$ cat src/design/sbds_cfg.svh
`ifndef SBDS_CFG_SVH
`define SBDS_CFG_SVH
// Reset values
`define SBDS_WORK_RST 8'h00
`define SBDS_FLAGS_RST 6'h00
// Flag bit positions
`define SBDS_FLAG_C 0
`define SBDS_FLAG_AC 1
`define SBDS_FLAG_Z 2
`define SBDS_FLAG_OV 3
`define SBDS_FLAG_SC 4
`define SBDS_FLAG_CZ 5
// Skip costs one dummy cycle
`define SBDS_SKIP_CYCLES 1
`endif

$ cat src/design/sbds_pkg.sv
package sbds_pkg;
   typedef enum logic [2:0]
   {
      SBDS_OP_NONE,
      SBDS_OP_SUB_IMM,
      SBDS_OP_SUB_MEM,
      SBDS_OP_DEC_MEM,
      SBDS_OP_DEC_WORK
   } sbds_op_t;

   typedef struct packed
   {
      logic chained_null;
      logic signed_borrow;
      logic signed_range_fault;
      logic result_null;
      logic half_borrow;
      logic borrow_inverse;
   } sbds_flags_t;

   typedef struct packed
   {
      logic valid;
      sbds_op_t op;
      logic [7:0] operand;
   } sbds_req_t;
endpackage : sbds_pkg
$ cat src/design/sbds_alu.sv
`timescale 1ns/1ps
`include "sbds_cfg.svh"
// Function
// - Immediate subtract-with-borrow writes work minus operand minus not-borrow to work.
// - Borrow-inverse bit is cleared on a negative difference and set on zero or positive.
// - Memory subtract-with-borrow computes the same difference but stores it to memory.
// - Both subtracts update range fault, null, half borrow, borrow inverse, signed and chained.
// - Decrement-to-memory stores byte minus one and skips the next instruction on zero.
// - A skip inserts one dummy cycle so the operation takes two instruction cycles.
// - Decrement-to-work puts byte minus one in work, memory untouched, skip on zero.
module sbds_alu
(
   // Clock and reset
   input wire logic I_CLK,
   input wire logic I_RST_N,
   // Request from decoder, operand is immediate or memory byte
   input wire sbds_pkg::sbds_req_t I_REQ,
   // Work register and flags
   output logic [7:0] O_WORK,
   output sbds_pkg::sbds_flags_t O_FLAGS,
   // Memory write-back
   output logic O_MEM_WE,
   output logic [7:0] O_MEM_WDATA,
   // Fetch pipeline: dummy cycle in progress
   output logic O_SKIP
);

   ////////////////////////////////////////////////////////////////////////////
   logic [7:0] work_r;
   sbds_pkg::sbds_flags_t flags_r;
   logic mem_we_r;
   logic [7:0] mem_wdata_r;
   logic skip_r;

   logic is_sub;
   logic is_dec;
   logic [8:0] diff;
   logic [4:0] low_diff;
   logic [7:0] dec_val;
   logic nb;
   logic ovf;
   logic take_sub_imm;
   logic take_sub_mem;
   logic take_dec_mem;
   logic take_dec_work;
   // Assertion helper: number of dummy cycles before the current one in this run
   logic [1:0] skip_run_r;

   ////////////////////////////////////////////////////////////////////////////
   // Op class decode, shared by datapath and checks
   function automatic logic op_is_sub(input sbds_pkg::sbds_op_t op);
      op_is_sub = (op == sbds_pkg::SBDS_OP_SUB_IMM) || (op == sbds_pkg::SBDS_OP_SUB_MEM);
   endfunction : op_is_sub

   function automatic logic op_is_dec(input sbds_pkg::sbds_op_t op);
      op_is_dec = (op == sbds_pkg::SBDS_OP_DEC_MEM) || (op == sbds_pkg::SBDS_OP_DEC_WORK);
   endfunction : op_is_dec

   // The dummy cycle swallows whatever the decoder presents
   function automatic logic req_taken(input sbds_pkg::sbds_req_t req, input logic skipping);
      req_taken = req.valid && !skipping;
   endfunction : req_taken

   always_comb
   begin
      is_sub = req_taken(I_REQ, skip_r) && op_is_sub(I_REQ.op);
      is_dec = req_taken(I_REQ, skip_r) && op_is_dec(I_REQ.op);
      take_sub_imm = is_sub && (I_REQ.op == sbds_pkg::SBDS_OP_SUB_IMM);
      take_sub_mem = is_sub && (I_REQ.op == sbds_pkg::SBDS_OP_SUB_MEM);
      take_dec_mem = is_dec && (I_REQ.op == sbds_pkg::SBDS_OP_DEC_MEM);
      take_dec_work = is_dec && (I_REQ.op == sbds_pkg::SBDS_OP_DEC_WORK);
      nb = ~flags_r.borrow_inverse;
      // Ninth bit is borrow out
      diff = {1'b0, work_r} - {1'b0, I_REQ.operand} - {8'h00, nb};
      low_diff = {1'b0, work_r[3:0]} - {1'b0, I_REQ.operand[3:0]} - {4'h0, nb};
      ovf = (work_r[7] != I_REQ.operand[7]) && (diff[7] != work_r[7]);
      dec_val = I_REQ.operand - 8'h01;
   end

   ////////////////////////////////////////////////////////////////////////////
   // Work register
   always_ff @(posedge I_CLK)
   begin
      if (!I_RST_N)
         work_r <= `SBDS_WORK_RST;
      else if (take_sub_imm)
         work_r <= diff[7:0];
      else if (take_dec_work)
         work_r <= dec_val;
   end

   // Flags: decrements never enter here
   always_ff @(posedge I_CLK)
   begin
      if (!I_RST_N)
         flags_r <= `SBDS_FLAGS_RST;
      else if (is_sub)
      begin
         flags_r.borrow_inverse <= ~diff[8];
         flags_r.half_borrow <= ~low_diff[4];
         flags_r.result_null <= (diff[7:0] == 8'h00);
         flags_r.signed_range_fault <= ovf;
         flags_r.signed_borrow <= diff[7] ^ ovf;
         // Chained zero keeps prior zero for multi-byte compares
         flags_r.chained_null <= (diff[7:0] == 8'h00) && flags_r.chained_null;
      end
   end

   // Memory write-back
   always_ff @(posedge I_CLK)
   begin
      if (!I_RST_N)
      begin
         mem_we_r <= 1'b0;
         mem_wdata_r <= 8'h00;
      end
      else
      begin
         mem_we_r <= take_sub_mem || take_dec_mem;
         // Every subtract loads the difference, so flag checks can see it
         if (is_sub)
            mem_wdata_r <= diff[7:0];
         else if (take_dec_mem)
            mem_wdata_r <= dec_val;
      end
   end

   // Dummy cycle; a request during it is the squashed instruction
   always_ff @(posedge I_CLK)
   begin
      if (!I_RST_N)
         skip_r <= 1'b0;
      else
         skip_r <= is_dec && (dec_val == 8'h00);
   end

   // Check helper only; saturates so a stuck skip cannot wrap back to legal
   always_ff @(posedge I_CLK)
   begin
      if (!I_RST_N)
         skip_run_r <= 2'h0;
      else if (!skip_r)
         skip_run_r <= 2'h0;
      else if (skip_run_r != 2'h3)
         skip_run_r <= skip_run_r + 2'h1;
   end

   assign O_WORK = work_r;
   assign O_FLAGS = flags_r;
   assign O_MEM_WE = mem_we_r;
   assign O_MEM_WDATA = mem_wdata_r;
   assign O_SKIP = skip_r;

   ////////////////////////////////////////////////////////////////////////////
   sub_imm_work_a: assert property (@(posedge I_CLK) disable iff (!I_RST_N)
      (is_sub && I_REQ.op == sbds_pkg::SBDS_OP_SUB_IMM) |=>
      O_WORK == $past(work_r) - $past(I_REQ.operand) - {7'h00, ~$past(flags_r.borrow_inverse)})
      else $error("work not updated by immediate subtract");
   borrow_inv_a: assert property (@(posedge I_CLK) disable iff (!I_RST_N)
      is_sub |=> O_FLAGS.borrow_inverse == ($past(diff[8]) == 1'b0))
      else $error("borrow inverse wrong");
   sub_mem_store_a: assert property (@(posedge I_CLK) disable iff (!I_RST_N)
      (is_sub && I_REQ.op == sbds_pkg::SBDS_OP_SUB_MEM) |=>
      O_MEM_WE && O_MEM_WDATA == $past(diff[7:0]) && $stable(O_WORK))
      else $error("memory subtract store wrong");
   null_flag_a: assert property (@(posedge I_CLK) disable iff (!I_RST_N)
      is_sub |=> O_FLAGS.result_null == (O_MEM_WDATA == 8'h00))
      else $error("null flag wrong");
   dec_skip_a: assert property (@(posedge I_CLK) disable iff (!I_RST_N)
      (is_dec && I_REQ.op == sbds_pkg::SBDS_OP_DEC_MEM) |=>
      O_MEM_WE && O_MEM_WDATA == $past(I_REQ.operand) - 8'h01 && O_SKIP == (O_MEM_WDATA == 8'h00))
      else $error("decrement to memory wrong");
   skip_one_a: assert property (@(posedge I_CLK) disable iff (!I_RST_N)
      O_SKIP |=> !O_SKIP ##0 !O_MEM_WE)
      else $error("dummy cycle longer than one");
   dec_work_a: assert property (@(posedge I_CLK) disable iff (!I_RST_N)
      (is_dec && I_REQ.op == sbds_pkg::SBDS_OP_DEC_WORK) |=>
      !O_MEM_WE && O_WORK == $past(I_REQ.operand) - 8'h01 && O_SKIP == (O_WORK == 8'h00))
      else $error("decrement to work wrong");
   dec_no_flags_a: assert property (@(posedge I_CLK) disable iff (!I_RST_N)
      is_dec |=> $stable(O_FLAGS))
      else $error("decrement changed flags");
   borrow_out_a: assert property (@(posedge I_CLK) disable iff (!I_RST_N)
      is_sub |=> O_FLAGS.borrow_inverse ==
      ({1'b0, $past(work_r)} >= {1'b0, $past(I_REQ.operand)} + {8'h00, $past(nb)}))
      else $error("borrow out wrong");
   half_borrow_a: assert property (@(posedge I_CLK) disable iff (!I_RST_N)
      is_sub |=> O_FLAGS.half_borrow ==
      ({1'b0, $past(work_r[3:0])} >= {1'b0, $past(I_REQ.operand[3:0])} + {4'h0, $past(nb)}))
      else $error("half borrow wrong");
   range_fault_a: assert property (@(posedge I_CLK) disable iff (!I_RST_N)
      is_sub |=> O_FLAGS.signed_range_fault ==
      (($past(work_r[7]) != $past(I_REQ.operand[7])) && (O_MEM_WDATA[7] != $past(work_r[7]))))
      else $error("range fault wrong");
   signed_borrow_a: assert property (@(posedge I_CLK) disable iff (!I_RST_N)
      is_sub |=> O_FLAGS.signed_borrow == (O_MEM_WDATA[7] ^ O_FLAGS.signed_range_fault))
      else $error("signed borrow wrong");
   chained_null_a: assert property (@(posedge I_CLK) disable iff (!I_RST_N)
      is_sub |=> O_FLAGS.chained_null == (O_FLAGS.result_null && $past(flags_r.chained_null)))
      else $error("chained null wrong");
   skip_squash_a: assert property (@(posedge I_CLK) disable iff (!I_RST_N)
      O_SKIP |=> $stable(O_WORK) && $stable(O_FLAGS))
      else $error("skipped instruction took effect");
   skip_cause_a: assert property (@(posedge I_CLK) disable iff (!I_RST_N)
      O_SKIP |-> $past(is_dec) && ($past(I_REQ.operand) == 8'h01))
      else $error("skip without zero decrement");
   dec_mem_work_a: assert property (@(posedge I_CLK) disable iff (!I_RST_N)
      take_dec_mem |=> $stable(O_WORK))
      else $error("memory decrement touched work");
   sub_no_skip_a: assert property (@(posedge I_CLK) disable iff (!I_RST_N)
      is_sub |=> !O_SKIP)
      else $error("subtract caused a skip");
   idle_quiet_a: assert property (@(posedge I_CLK) disable iff (!I_RST_N)
      !is_sub && !is_dec |=> !O_MEM_WE && !O_SKIP && $stable(O_WORK) && $stable(O_FLAGS))
      else $error("idle cycle changed state");
   skip_len_a: assert property (@(posedge I_CLK) disable iff (!I_RST_N)
      skip_r |-> skip_run_r < 2'(`SBDS_SKIP_CYCLES))
      else $error("dummy cycle run too long");
   mem_we_cause_a: assert property (@(posedge I_CLK) disable iff (!I_RST_N)
      O_MEM_WE |-> $past(take_sub_mem || take_dec_mem))
      else $error("stray memory write");
   wdata_hold_a: assert property (@(posedge I_CLK) disable iff (!I_RST_N)
      !is_sub && !take_dec_mem |=> $stable(O_MEM_WDATA))
      else $error("write data moved without a store");
   reset_clear_a: assert property (@(posedge I_CLK)
      !I_RST_N |=> O_WORK == `SBDS_WORK_RST && O_FLAGS == `SBDS_FLAGS_RST && !O_MEM_WE && !O_SKIP)
      else $error("reset values wrong");

endmodule : sbds_alu

$ cat config.mk
export PLATFORM = sky130hd
export DESIGN_NAME = sbds_alu
export DESIGN_NICKNAME = d
export VERILOG_FILES = /design/src/design/sbds_pkg.sv /design/src/design/sbds_alu.sv
export VERILOG_INCLUDE_DIRS = /design/src /design/src/design
export SDC_FILE = /design/constraint.sdc
export NUM_CORES = 1
export LEC_CHECK = 0
export ABC_AREA = 1
export ABC_CLOCK_PERIOD_IN_PS = 5680
export BUFFER_PORTS_ARGS = -buffer_cell sky130_fd_sc_hd__clkbuf_2
export CAP_MARGIN = 20
export CORE_MARGIN = 4
export CORE_UTILIZATION = 55
export DETAILED_ROUTE_END_ITERATION = 16
export PLACE_DENSITY = 0.89
export SETUP_SLACK_MARGIN = 0.02
export SYNTH_ARGS = -nofsm -noshare
export SYNTH_HDL_FRONTEND = slang
export SYNTH_SLANG_ARGS = --single-unit
$ cat constraint.sdc
create_clock -name I_CLK -period 5.68 [get_ports I_CLK]
set_input_delay 0.284 -clock I_CLK [delete_from_list [all_inputs] [get_ports I_CLK]]
set_output_delay 0.284 -clock I_CLK [all_outputs]
set_load 0.1 [all_outputs]
==> flow_results.org, run 1 <==
** Routing
- The detailed router finished its first iteration with 183 violations.
- Initial DRT Pass Iterations :: 5
- Remaining antenna violation count after routing :: 0
- Via density per instance :: 5.393
- Vias :: 1,947
- Per-cell routed wire length :: 12.78 um
- For this block, the routed nets add up to 4615 um of wire.
- After detailed routing, the number of remaining DRC violations is 0.

** Worst setup path
- Depth of the worst register-to-register path :: 13
- STA classifies the critical path endpoint as a flip-flop.
- Along the worst path, the maximum fanout reaches 3.
- Data on the critical path is required at its endpoint by 5.94 ns.
- Longest individual stage delay on the worst path :: 0.42 ns
- Arrival time of data at the critical path endpoint :: 2.46 ns
- Crit-path slowest cell :: fa_1
- Ordered cell list for the critical path :: inv_1 -> fa_1 -> inv_1 -> fa_1 -> inv_1 -> nand3_1 -> nor2_1 -> nand3_1 -> nor2_2 -> nand2_1 -> nand2_1 -> nand2_1 -> nor2_1
- The critical path is of the flip-flop to flip-flop type.
- STA classifies the critical path startpoint as a flip-flop.

** Floorplanning
- After floorplanning, the core was divided into 20 placement rows.
- Count of pins on the block boundary :: 38
- Total core area :: 3153 um2
- Initial Utilization :: 0.5901
- Full die area :: 4377 um2
- From bottom edge to top edge, the die measures 66.16 um.
- In this run the horizontal extent of the chip is 66.16 um.

** Clocking
- In this run the post-CTS setup repair buffer count came out at 0.
- Clock latency at the later pin of the worst-skew pair :: 0.31 ns
- Number of buffers created by CTS :: 3
- Counting along the longest clock path gives a buffer depth of 2.
- Clock root buffer master :: clkbuf_4
- TritonCTS built the clock tree.
- The number of hold buffers added after CTS was 0.
- Counting every sink on the clock net gives 24.
- Post-CTS repair changed the size of 0 cells.
- CTS built an H-tree with a depth of 1.
- Clock Pin Slew Worst Setup and Hold Paths :: 0.12 ns

** Power
- The worst-case IR drop observed on VDD is 0.1867 mV.
- In this run the static leakage power is 1.130 nW.
- Cell area power density :: 228.0 nW/um2

** GRT
- Total GRT Usage :: 0.2257
- Antenna violations before repair :: 0
- The first global-routing pass estimated 7803 um of wire.
- Via count of the first global-routing pass :: 1,788
- Maximum number of pins on one net before global-route repair :: 15
- Overall overflow remaining after global route :: 0

** STA
- Final critical-path required period :: 2.205 ns
- Setup slack after layout :: 3.475 ns
- Top achievable clock speed :: 0.4534 GHz
- Measured against its own limit, the worst slew margin works out to 0.6356.
- The clock arrives with 0.003599 ns of skew.
- Transition time of the tightest slew-check pin :: 0.5489 ns
- Sum Neg Setup Slack :: 0 ns
- The final count of hold timing violations was 0.
- RSZ-0062 raised after global routing :: no
- Final setup viols :: 0
- Final clock period utilization by the worst path :: 0.3883
- The number of pins with negative max-slew slack in the final report came to 0.

** Finish
- Number of antenna diodes :: 0
- The sequential cells in the finished layout cover a total of 480.5 um2.
- Area used by multi-input combinational logic :: 1116 um2
- Final non-filler cell area :: 2096 um2
- Most used cells in the layout excluding fill and tap cells :: nand2_1, inv_1, clkbuf_2, dfxtp_1, nor2_1
- After filler insertion, the fill cell instance count of the layout stands at 308.
- The net count of the finished layout is 351.
- Leaving out fill and tap cells, the most frequent cell in the layout is nand2_1.
- Fraction of final layout cells with drive strength greater than 1 :: 0.2177
- The area growth from synthesis to layout is 12.64%.

** Placement
- Buffers placed on the I/O ports in this run total 37.
- Detailed placement finished with a half-perimeter wire length of 3733 um.
- Routability-driven placement finished with a final weighted congestion of 0.9379.
- Prior to clock tree synthesis, the placed netlist has a worst setup slack of 3.505 ns.
- Summing all placed instances gives a cell area of 2073 um2.

** Yosys
- After synthesis the cells add up to 1861 um2.
- Number of warnings issued by yosys :: 0
- Synthesis inferred 24 register bits.
- The number of nets handed over by synthesis was 312.
- Average footprint of a synthesized cell :: 6.645 um2
- Synthesized instance count :: 280
- Sequential element share of the synthesized area :: 0.2582
- Synthesis instantiated 30 different standard cells from the library.

** Hold path
- Along the worst hold path, the cell count comes to 4.
- Hold WC Path Type :: primary input to flip-flop

** Flow run
- Max-cap check violation count :: 0

** Outcome
- The flow ran to the end, and the final reports show no timing, DRC or antenna violations.
[final timing paths]
kind	slack (ns)	to	startpoint
hold / removal	0.32	O_MEM_WE	I_REQ[10]
hold reg to reg	0.44	O_FLAGS[5]	O_FLAGS[5]
setup / recovery	3.47	O_FLAGS[2]	O_WORK[0]
setup reg to reg	3.47	O_FLAGS[2]	O_WORK[0]
[Yosys cell counts]
| cell type | n | area share |
|---|---|---|
| xnor2_1 | 3 | 0.014 |
| nor2_1 | 18 | 0.036 |
| clkinv_1 | 1 | 0.0020 |
| nand3_1 | 15 | 0.040 |
| o22ai_1 | 2 | 0.0067 |
| buf_6 | 2 | 0.012 |
| a21oi_1 | 13 | 0.035 |
| buf_2 | 1 | 0.0027 |
| nand3b_1 | 3 | 0.012 |
| o21ai_0 | 8 | 0.022 |
| nand2_1 | 65 | 0.13 |
| xor2_1 | 5 | 0.024 |
| nor2_2 | 3 | 0.010 |
| inv_2 | 7 | 0.014 |
| nor4_1 | 1 | 0.0034 |
| nand4_1 | 2 | 0.0067 |
| a31oi_1 | 3 | 0.010 |
| fa_1 | 2 | 0.022 |
| o21ai_1 | 10 | 0.027 |
| nand3_2 | 2 | 0.011 |
| nor3_1 | 1 | 0.0027 |
| a22oi_1 | 1 | 0.0040 |
| ha_1 | 16 | 0.11 |
| a21oi_2 | 4 | 0.019 |
| nor2_4 | 1 | 0.0061 |
| inv_1 | 55 | 0.11 |
| dfxtp_1 | 24 | 0.26 |
| a221oi_2 | 1 | 0.0081 |
| nand2_2 | 10 | 0.034 |
| nor3_4 | 1 | 0.0087 |
[registers in the layout, indices dropped and copies added (netlist names)]
name and cells:
O_FLAGS 6, O_WORK 8, O_MEM_WDATA 8, O_SKIP 1, O_MEM_WE 1
[cell type report]
cell class,instances,share of cell area
inverters,63,0.1128
multi-input cells,190,0.5325
flip-flops and latches,24,0.2293
well taps,44,0.02627
repair buffers,37,0.08836
clock buffers,3,0.01075
[per-layer routing]
| layer | track usage | share of wire | up-vias |
|---|---|---|---|
| met5 | 0 | 0 | - |
| met4 | 0.03046 | 0.013 | 0 |
| met3 | 0.03571 | 0.11 | 13 |
| met2 | 0.4164 | 0.49 | 118 |
| met1 | 0.2790 | 0.39 | 865 |
| li1 | - | - | 951 |
[worst max-delay path, delay by kind of cell, from the launching register on]
kind / cells / cell delay (ns)
adder cells (fa/ha/maj): 2 / 0.80
AND/OR/NAND/NOR: 8 / 0.70
buffers and inverters: 3 / 0.28
flip-flops: 1 / 0.39
[power breakdown]
part	switching, mW	leakage, nW	internal, mW	total, mW
sequential	0.00603	0.195	0.177	0.183
clock	0.0476	0.0138	0.0248	0.0723
combinational	0.165	0.920	0.0567	0.222
total	0.219	1.13	0.259	0.478
[cell families after synthesis]
| logic type | count (synthesis) | share of synthesized area |
|---|---|---|
| xor+xnor | 8 | 0.03766 |
| flops | 24 | 0.2582 |
| compound gates | 42 | 0.1311 |
| fa+ha+maj | 18 | 0.1291 |
| buf+inv | 66 | 0.1419 |
| simple gates | 122 | 0.3019 |
[stage by stage]
stage               hold slack [ns]  power, mW  instances    util
global route                 0.3027     0.5104        361  0.6647
finish                       0.3153     0.4779        361  0.6647
detailed placement           0.4245     0.4068        358  0.6575
floorplan                    0.4627     0.3656        280       -
CTS                          0.3148     0.4780        361  0.6647
global placement             0.4235     0.4020        358  0.6575
No activity file was read; power rests on OpenSTA's default activity.
==> inputs of run 2 (changes only) <==
--- a/config.mk
+++ b/config.mk
@@ -7,13 +7,13 @@
 export NUM_CORES = 1
 export LEC_CHECK = 0
 export ABC_AREA = 1
-export ABC_CLOCK_PERIOD_IN_PS = 5680
+export ABC_CLOCK_PERIOD_IN_PS = 1800
 export BUFFER_PORTS_ARGS = -buffer_cell sky130_fd_sc_hd__clkbuf_2
 export CAP_MARGIN = 20
 export CORE_MARGIN = 4
-export CORE_UTILIZATION = 55
+export CORE_UTILIZATION = 50
 export DETAILED_ROUTE_END_ITERATION = 16
-export PLACE_DENSITY = 0.89
+export PLACE_DENSITY = 0.86
 export SETUP_SLACK_MARGIN = 0.02
 export SYNTH_ARGS = -nofsm -noshare
 export SYNTH_HDL_FRONTEND = slang
==> constraint.sdc (replaced) <==
create_clock -name I_CLK -period 1.8 [get_ports I_CLK]
set_input_delay 0.09 -clock I_CLK [delete_from_list [all_inputs] [get_ports I_CLK]]
set_output_delay 0.09 -clock I_CLK [all_outputs]
set_load 0.1 [all_outputs]
==> run 2 against run 1 <==
The flow now finishes with violations (setup timing). Largest power group unchanged. Via count rose by 12%. First-iteration DRC count fell by 14%. Non-clock buffer count rose by 31. Routed wire length rose by 29%. Cell area rose by 27%. Final cell count rose by 9.4%. Critical path depth rose by 2. Sequential cell count did not move. Critical path type unchanged. Total power rose to 4.2 times the previous value. Fmax fell by 1.1%.
==> flow_results.org, run 2 (same netlist as run 1, synthesis figures left out) <==
** Clocking
- The clock latency at the later pin of the worst-skew pair was 0.27 ns (was 0.31 ns).
- Clock Pin Slew Worst Setup and Hold Paths :: 0.09 ns (was 0.12 ns)
- The CTS tree is yes (unchanged).
- The clock buffer count from CTS was 3 (unchanged).
- Total number of H-tree levels :: 1 (unchanged)
- The root buffer cell is clkbuf_8 (was clkbuf_4).
- The TritonCTS sink count is 24 (unchanged).
- The maximum buffer depth of the clock tree came to 2 (unchanged).
- CTS Hold Bufs :: 0 (unchanged)

** Floorplanning
- Die X-Extent :: 69 um (was 66.16 um)
- The cell row count came to 21 (was 20).
- Vertical extent of the die :: 69 um (was 66.16 um)
- Initial Utilization :: 0.5364 (was 0.5901)
- The area of the die is 4761 um2 (was 4377 um2).
- The placeable core region came to 3468 um2 (was 3153 um2).
- The I/O pin count was 38 (unchanged).

** Placement
- Port buffer count :: 37 (unchanged)
- Half-perimeter wire length of the detailed placement result :: 4075 um (was 3733 um)
- Number of instances in the placed design :: 386 (was 358)
- Post-DP Area :: 2317 um2 (was 2073 um2)
- The worst setup slack before clock tree synthesis came to -0.2865 ns (was 3.505 ns).
- Placer congestion estimate :: 0.9099 (was 0.9379)

** GRT
- Overall overflow remaining after global route :: 0 (unchanged)
- The number of global-route vias before repair was 2,027 (was 1,788).
- The global-route wire length before repair was 8956 um (was 7803 um).
- Antenna violations before repair :: 0 (unchanged)
- Maximum number of pins on one net before global-route repair :: 14 (was 15)
- The total routing resource utilization after global routing came to 0.2256 (was 0.2257).

** Finish
- Most used cells in the layout excluding fill and tap cells: nand2_1, inv_1, clkbuf_2, buf_4, nand2_2 (was nand2_1, inv_1, clkbuf_2, dfxtp_1, nor2_1).
- The most common cell after layout, fill and taps aside was nand2_1 (unchanged).
- Number of inserted filler cells in the final layout :: 226 (was 308)
- Number of cells in the finished layout apart from fillers :: 395 (was 361)
- The post-layout instance area was 2669 um2 (was 2096 um2).
- The share of final-layout standard cells stronger than drive strength 1 came to 0.4527 (was 0.2177).
- The final antenna diode count is 0 (unchanged).
- The number of nets in the layout came to 382 (was 351).
- Share of the core filled with cells in the final layout :: 0.7695 (was 0.6647)
- Layout Area Growth over Synthesis :: 43.44% (was 12.64%)

** Routing
- The routed wirelength normalized by instance count is 15.09 um (was 12.78 um).
- The DRC marker count from the first detailed-route iteration is 158 (was 183).
- Initial DRT Pass Iterations :: 5 (unchanged)
- The number of nets with antenna violations after detailed routing came to 0 (unchanged).
- The via total after detailed routing came to 2,174 (was 1,947).
- The ratio of routed vias to standard cells was 5.504 (was 5.393).
- Final WL :: 5959 um (was 4615 um)
- The remaining design rule violation count was 0 (unchanged).

** Worst setup path
- The startpoint-to-endpoint class of the critical path is flip-flop to flip-flop (unchanged).
- Crit-path max FO :: 3 (unchanged)
- Critical path endpoint category :: flip-flop (unchanged)
- Worst Path Required :: 1.95 ns (was 5.94 ns)
- The worst endpoint data arrival time was 2.38 ns (was 2.46 ns).
- Category of the worst setup path launch point :: flip-flop (unchanged)

** STA
- Setup slack after layout :: -0.4291 ns (was 3.475 ns)
- The final count of hold timing violations is 0 (unchanged).
- The total setup violations reported at the end of the flow was 18 (was 0).
- Final clock period utilization by the worst path :: 1.238 (was 0.3883)
- Top achievable clock speed :: 0.4486 GHz (was 0.4534 GHz)
- The worst-case hold slack is 0.1618 ns (was 0.3153 ns).
- Final count of pins violating max slew :: 0 (unchanged)
- The slew of the pin with the lowest slew margin is 0.5504 ns (was 0.5489 ns).
- Sum Neg Setup Slack :: -3.731 ns (was 0 ns)
- RSZ-0062 raised after global routing :: yes (was no)
- Final critical-path required period :: 2.229 ns (was 2.205 ns)
- Setup skew after layout :: 0.001496 ns (was 0.003599 ns)
- The relative slew slack was 0.6346 (was 0.6356).

** Outcome
- The checks that failed: setup timing.
- Run status: complete, but fails checks (was complete, no violations).

** Power
- The leakage power was 1.378 nW (was 1.130 nW).
- The total power was 2.020 mW (was 477.9 uW).
- The ratio of total power to cell area was 757.0 nW/um2 (was 228.0 nW/um2).
- The highest ir drop seen on vdd is 0.4968 mV (was 0.1867 mV).

** Hold path
- The worst min-delay path class is primary input to flip-flop (unchanged).

** Flow run
- Max-cap check violation count :: 0 (unchanged)
[run 2: cell type report]
cell class	instances	area, um2	share of cell area
multi-input cells	190	1364	0.5110
flip-flops and latches	24	510.5	0.1913
repair buffers	68	440.4	0.1650
inverters	63	241.5	0.09048
well taps	46	57.56	0.02157
clock buffers	4	55.05	0.02063
[run 2: worst paths after layout]
check,endpoint,cells after the start,slack [ns],startpoint
setup reg to reg,O_FLAGS[4],15,-0.43,O_WORK[0]
hold reg to reg,O_FLAGS[5],2,0.44,O_FLAGS[5]
hold / removal,O_MEM_WE,4,0.16,I_REQ[10]
setup / recovery,O_FLAGS[4],15,-0.43,O_WORK[0]
[run 2: where the power goes]
group / switching [mW] / internal (mW) / leakage, nW
Sequential: 0.0175 / 0.556 / 0.202
Combinational: 0.687 / 0.375 / 1.15
Clock: 0.189 / 0.196 / 0.0288
[run 2: what timing repair did]
item / in CTS / in global routing
resized for setup: 36 / 34
pin swaps: 15 / 13
hold endpoints to repair: 0 / 0
setup buffers: 2 / 7
endpoints found under the setup margin: 20 / 20
[run 2: worst max-delay path, cell delays in order, from the launching register on]
cell,delay [ns]
dfxtp_4,0.35
inv_2,0.04
fa_2,0.55
inv_2,0.05
ha_4,0.16
o21ai_4,0.14
nand2_2,0.10
nand2_4,0.09
nand2_2,0.06
nand2_2,0.10
nand2_4,0.06
buf_4,0.15
nand2_4,0.06
nand2_1,0.06
nand2_1,0.06
a21oi_1,0.06
[run 2: routing by layer]
metal | vias to the layer above | wire [um] | track usage
met5 | - | 0 | 0
met4 | 0 | 248 | 0.1063
met3 | 26 | 445 | 0.05233
met2 | 120 | 2895 | 0.3856
met1 | 1013 | 2370 | 0.2645
li1 | 1015 | - | -
